File: src/verilog/sbwd_regs.svh
// Constants for the serial bus watchdog: codes, reset values, timing.
// Assumes inclusion by the package and the design file only.
`ifndef SBWD_REGS_SVH
`define SBWD_REGS_SVH
`define SBWD_DIS_W 4
`define SBWD_DIS_CODE 4'hB
`define SBWD_DIS_RST 4'hB
`define SBWD_CLK_HZ 250000000
`define SBWD_BASE_HZ 7400000
`define SBWD_TIMEOUT_S 2
`define SBWD_BASE_DIV ((`SBWD_CLK_HZ + `SBWD_BASE_HZ - 1) / `SBWD_BASE_HZ)
`define SBWD_TIMEOUT_TICKS (`SBWD_TIMEOUT_S * `SBWD_BASE_HZ)
`endif

File: src/verilog/sbwd_pkg.sv
// Types for the serial bus watchdog.
// Assumes the constants header is on the include path.
`include "sbwd_regs.svh"
package sbwd_pkg;
	typedef struct packed {
		logic wr;
		logic [`SBWD_DIS_W-1:0] code;
	} sbwd_dis_wr_t;
	typedef enum logic [1:0] {
		SBWD_OFF = 2'h1,
		SBWD_RUN = 2'h2
	} sbwd_state_t;
endpackage

File: src/verilog/sbwd_top.sv
// Serial management bus watchdog: timeout on missing clock edges.
// Assumes serial clock sampled synchronously; register writes arrive as strobes.
// Functional notes
// Watch serial clock edges while enabled
// Timeout resets serial logic, shuts active ports
// Two seconds idle latches ports off, flags
// Flag clears only by reset or zero write
// Four-bit disable field, code 1011b disables
// Disable field preset to 1011b at reset
// Time base of about 7.4 MHz divided from the 250 MHz clock
// Target only, never stretches clock line
// Each clock edge restarts count from zero
`timescale 1ns/1ps
`include "sbwd_regs.svh"
module sbwd_top
	import sbwd_pkg::*;
#(
	parameter int unsigned TIMEOUT_TICKS = `SBWD_TIMEOUT_TICKS,
	parameter int unsigned BASE_DIV = `SBWD_BASE_DIV
) (
	input wire logic i_clk,
	input wire logic i_reset_n,
	input wire logic i_ce,
	input wire logic i_scl,
	input wire sbwd_dis_wr_t i_dis_wr,
	input wire logic i_flag_wr,
	input wire logic i_flag_wdata,
	output logic o_bus_timeout_flag,
	output logic [`SBWD_DIS_W-1:0] o_dis_code,
	output logic o_serial_reset,
	output logic o_ports_off,
	output logic o_scl_oe
);
	logic rst_s1_q;
	logic rst_s2_q;
	logic scl_q;
	logic [7:0] div_q;
	logic base_tick;
	logic [31:0] cnt_q;
	logic edge_seen;
	logic expire;
	logic [`SBWD_DIS_W-1:0] dis_q;
	sbwd_state_t state_q;

	function automatic logic is_disabled(input logic [`SBWD_DIS_W-1:0] c);
		return c == `SBWD_DIS_CODE;
	endfunction

	// Reset released through two flops; assertion stays asynchronous
	always_ff @(posedge i_clk or negedge i_reset_n) begin
		if (!i_reset_n) begin
			rst_s1_q <= 1'b0;
			rst_s2_q <= 1'b0;
		end else begin
			rst_s1_q <= 1'b1;
			rst_s2_q <= rst_s1_q;
		end
	end
	wire rst_n = rst_s2_q;

	// Sampled line; preset high so reset shows no false edge
	always_ff @(posedge i_clk or negedge rst_n) begin
		if (!rst_n) begin
			scl_q <= 1'b1;
		end else if (i_ce) begin
			scl_q <= i_scl;
		end
	end
	assign edge_seen = scl_q ^ i_scl;

	// Field written whole; any code but 1011b arms the watchdog
	always_ff @(posedge i_clk or negedge rst_n) begin
		if (!rst_n) begin
			dis_q <= `SBWD_DIS_RST;
		end else if (i_ce && i_dis_wr.wr) begin
			dis_q <= i_dis_wr.code;
		end
	end

	// Watchdog runs only while the field holds a code other than 1011b
	always_ff @(posedge i_clk or negedge rst_n) begin
		if (!rst_n) begin
			state_q <= SBWD_OFF;
		end else if (i_ce) begin
			case (state_q)
				SBWD_OFF: begin
					if (!is_disabled(dis_q)) begin
						state_q <= SBWD_RUN;
					end
				end
				SBWD_RUN: begin
					if (is_disabled(dis_q)) begin
						state_q <= SBWD_OFF;
					end
				end
				default: state_q <= SBWD_OFF;
			endcase
		end
	end

	// Prescaler approximates the 7.4 MHz base tick from the fast clock
	always_ff @(posedge i_clk or negedge rst_n) begin
		if (!rst_n) begin
			div_q <= 8'h00;
		end else if (i_ce) begin
			if (state_q != SBWD_RUN || edge_seen || base_tick) begin
				div_q <= 8'h00;
			end else begin
				div_q <= div_q + 8'h01;
			end
		end
	end
	assign base_tick = (32'(div_q) == BASE_DIV - 1);

	// Edge in the expiry cycle wins: count restarts, no timeout
	assign expire = base_tick && !edge_seen &&
		(cnt_q == TIMEOUT_TICKS - 1);

	// Count of base ticks since the last edge, enable or timeout
	always_ff @(posedge i_clk or negedge rst_n) begin
		if (!rst_n) begin
			cnt_q <= 32'h0;
		end else if (i_ce) begin
			if (state_q != SBWD_RUN || edge_seen || expire) begin
				cnt_q <= 32'h0;
			end else if (base_tick) begin
				cnt_q <= cnt_q + 32'h1;
			end
		end
	end

	// Serial reset is a one-cycle pulse; port shutdown is latched
	always_ff @(posedge i_clk or negedge rst_n) begin
		if (!rst_n) begin
			o_serial_reset <= 1'b0;
			o_ports_off <= 1'b0;
		end else if (i_ce) begin
			o_serial_reset <= expire && state_q == SBWD_RUN;
			if (expire && state_q == SBWD_RUN) begin
				o_ports_off <= 1'b1;
			end else if (i_flag_wr && !i_flag_wdata) begin
				o_ports_off <= 1'b0;
			end
		end
	end

	// A timeout in the clearing cycle keeps the flag set
	always_ff @(posedge i_clk or negedge rst_n) begin
		if (!rst_n) begin
			o_bus_timeout_flag <= 1'b0;
		end else if (i_ce) begin
			if (expire && state_q == SBWD_RUN) begin
				o_bus_timeout_flag <= 1'b1;
			end else if (i_flag_wr && !i_flag_wdata) begin
				o_bus_timeout_flag <= 1'b0;
			end
		end
	end

	// Clock line is never driven: target only, no stretching
	always_ff @(posedge i_clk or negedge rst_n) begin
		if (!rst_n) begin
			o_dis_code <= `SBWD_DIS_RST;
			o_scl_oe <= 1'b0;
		end else if (i_ce) begin
			o_dis_code <= dis_q;
			o_scl_oe <= 1'b0;
		end
	end
endmodule

File: config.mk
export PLATFORM = sky130hd
export DESIGN_NAME = sbwd_top
export DESIGN_NICKNAME = d
export VERILOG_FILES = /design/src/verilog/sbwd_pkg.sv /design/src/verilog/sbwd_top.sv
export VERILOG_INCLUDE_DIRS = /design/src /design/src/verilog
export SDC_FILE = /design/constraint.sdc
export NUM_CORES = 1
export LEC_CHECK = 0
export BUFFER_PORTS_ARGS = -buffer_cell sky130_fd_sc_hd__buf_4
export CORE_ASPECT_RATIO = 0.6
export CORE_UTILIZATION = 60
export DETAILED_ROUTE_END_ITERATION = 10
export MAX_ROUTING_LAYER = met4
export PLACE_DENSITY = 0.79
export SYNTH_ARGS = -nofsm -noshare
export SYNTH_HDL_FRONTEND = slang
export SYNTH_SLANG_ARGS = --single-unit
File: constraint.sdc
create_clock -name i_clk -period 2.2 [get_ports i_clk]
set_input_delay 0.33 -clock i_clk [delete_from_list [all_inputs] [get_ports i_clk]]
set_output_delay 0.33 -clock i_clk [all_outputs]
set_load 0.02 [all_outputs]
==> flow_summary_export.csv <==
group,metric,value,unit
yosys,yosys.area.top_type_share,41.0,%
grt,grt_pass1_wl,10800,um
pwr,clkPwrFrac,31.3,%
floorplan,die_h,55.6,um
pwr,p_seq_share,50.7,%
drt,dr.pass1.iters,4,
yosys,yosys-top-cells-count,"47 x dfrtp_1, 27 x nand2_1, 23 x nand3_1, 23 x nor2_1, 18 x o21ai_0",
timing,drv_slew,0,
timing,fin_crit,2.10,ns
cts,clkTransAtPathRegs,0.10,ns
hold_path,hold_class,"reg -> async",
yosys,synth_largest_area_cell,"dfrtp_1",
setup_path,cp.required,2.39,ns
timing,fin_crit_sh,95.5,%
cts,clk_latency,0.31,ns
yosys,async_flop_share,100,%
pwr,p_comb_share,17.9,%
yosys,synthCells,296,
floorplan,dieArea,5070,um2
drt,vias,2389,
pwr,swShare,27.6,%
setup_path,arrival,2.29,ns
drt,drc_errors,0,
grt,grt_pass1_vias,2240,
cts,htreeDepth,2,
setup_path,worstPathMaxFanout,6,
timing,setup_ws,0.0991,ns
drt,wl_per_cell,15.8,um
timing,rsz0062_at_grt,"no",
drt,route.final.wire_length,6230,um
placed_design,hpwl,4490,um
yosys,ys_ff_latch,55,
yosys,synth.top_cells.by_area,"dfrtp_1 41%, dfstp_2 7.3%, xnor2_1 4.3%",
setup_path,startpoint,"cnt_q[28]",
layout,nets,345,
yosys,ys_types,43,
pwr,vdd_drop_max,0.000553,V
grt,overflow,0,
placed_design,pre_cts_slack,0.00670,ns
layout,antenna_cells,0,
layout,layout-drive-gt1-share,22.3,%
yosys,synth_edf_count,0,
grt,grtUsageTotal,27.7,%
setup_path,rr_worst_depth,6,
placed_design,globalplace.congestion,0.813,
floorplan,pin_count,19,
yosys,netlist_area,2870,um2
layout,syn2layout_area_growth,16.2,%
grt,antenna_found_initial,0,
timing,finClkSkew,0.00666,ns
yosys,synth_top_flop_cell,"dfrtp_1",
setup_path,worst_setup_path_start_kind,"register",
setup_path,r2r_start,"cnt_q[28]",
drt,viasPerCell,6.05,
yosys,yosysMostFrequentCell,"dfrtp_1",
status,outcome,"finished, final reports clean",
pwr,p_int,1640,uW
setup_path,crit_type,"reg -> reg",
pwr,power.switching,625,uW
drt,drtIter0Drc,88,
drt,antenna_left,0,
setup_path,r2r_end,"cnt_q[3]",
pwr,power_density,678,nW/um2
setup_path,cp-end-kind,"register",
pwr,p_leak,0.00138,uW
setup_path,r2r_slack,0.1,ns
yosys,synth_fp_nets,310,
placed_design,io_buffers,17,
yosys,synth_area_per_cell,9.70,um2
run,cap_violations,0,
cts,cts_buffers,5,
yosys,synth_seq_area_share,48.3,%
timing,fin_tns_setup,0,ns
setup_path,endpoint,"cnt_q[3]",
floorplan,core_area,4590,um2
grt,grt_max_degree,34,
timing,hold_viol,0,
cts,clkSinkCount,55,
timing,setup_violations,0,
cts,clk_path_buf_depth,2,
yosys,synth_warnings,0,
floorplan,initial_core_util,62.6,%
cts,cts_tree,"yes",
timing,fmax,0.476,GHz
floorplan,core.rowCount,19,
floorplan,fp.dieW,91.3,um
cts,cts-root-buf,"clkbuf_8",
## logic make-up after synthesis
| family | synth area share [%] |
|---|---|
| buffers and inverters | 3.71 |
| adder cells (fa/ha/maj) | 1.31 |
| AND/OR/NAND/NOR | 27.6 |
| XOR/XNOR | 5.49 |
| AO/OA/AOI/OAI | 9.42 |
| multiplexers | 3.88 |
| other | 0.262 |
| flip-flops | 48.3 |
## final cells by class
cell class,instances,area (um2)
clock buffer,6,82.6
multi-input combinational,221,1390
fill,358,1250
tap,63,78.8
sequential,55,1390
timing repair buffer,41,335
inverter,7,26.3
clock inverter,2,35.0
## critical path, stage by stage (launching register included)
cell and delay, ns:
dfrtp_1 0.43, nor4_1 0.35, nand4_1 0.15, or4_4 0.61
buf_4 0.19, a31oi_1 0.17, o22ai_1 0.09
## worst min-delay path by stage
stage                           to  slack, ns  cells past startpoint
after detailed placement  rst_s1_q       0.11                      1
after global routing      dis_q[0]       0.24                      2
after global placement    rst_s1_q       0.12                      1
after CTS                 dis_q[0]       0.25                      2
after floorplan              rst_n       0.03                      0
final                     div_q[1]       0.24                      0
## power groups by stage
stage	combinational [uW]	clock, uW	sequential, uW
final	405	709	1150
after global routing	444	737	1160
after CTS	403	706	1150
after detailed placement	400	0	1170
after global placement	390	0	1160
after floorplan	234	0	1180
## state kept, by name, summed over array words and instances (netlist names)
| name | flops |
|---|---|
| cnt_q | 32 |
| div_q | 8 |
| dis_q | 4 |
| o_dis_code | 4 |
| state_q | 2 |
| o_bus_timeout_flag | 1 |
| o_serial_reset | 1 |
| rst_n | 1 |
| rst_s1_q | 1 |
| scl_q | 1 |
## cells in the final DEF, fill, tap and decap left out, types with 3 or more instances in the layout
master and n:
and3_1 4, dfstp_2 8, o22ai_1 4, nor2_1 23
mux2_2 9, xnor2_1 14, o21ai_0 18, nor4b_1 6
or3_1 9, inv_1 7, a21oi_1 11, nand3_1 23
nand4_1 14, xor2_1 4, and2_1 4, a31oi_1 3
nor4_1 4, dfrtp_1 46, nand2_1 27, buf_4 38
nor3_1 9, and4_1 3, clkbuf_8 6, ha_1 3
nand2b_1 3
## layer usage
layer  vias up  GRT usage [%]  part of all wire [%]
met2        71           40.6                    44
met3         7           5.05                   5.1
met5         -              -                     0
met4         0           6.58                  0.75
li1       1143              -                     -
met1      1168           40.6                    51
## stage by stage
stage	utilization [%]	total power (uW)	std cells	area [um2]	hold WS, ns
4_1_cts	72.3	2260	394	3320	0.247
3_3_place_gp	69.5	1550	385	3190	0.117
2_1_floorplan	-	1420	296	2870	0.0344
3_5_place_dp	69.5	1570	385	3190	0.114
5_1_grt	72.7	2340	395	3330	0.243
6_report	72.7	2260	395	3330	0.237
## timing repair
item,in CTS,in global routing
endpoints found under the hold margin,2,0
gates resized for setup,1,4
hold buffers,1,0
pin swaps,0,2
endpoints found under the setup margin,1,12
setup buffers,0,1
No activity file was read; power rests on OpenSTA's default activity.
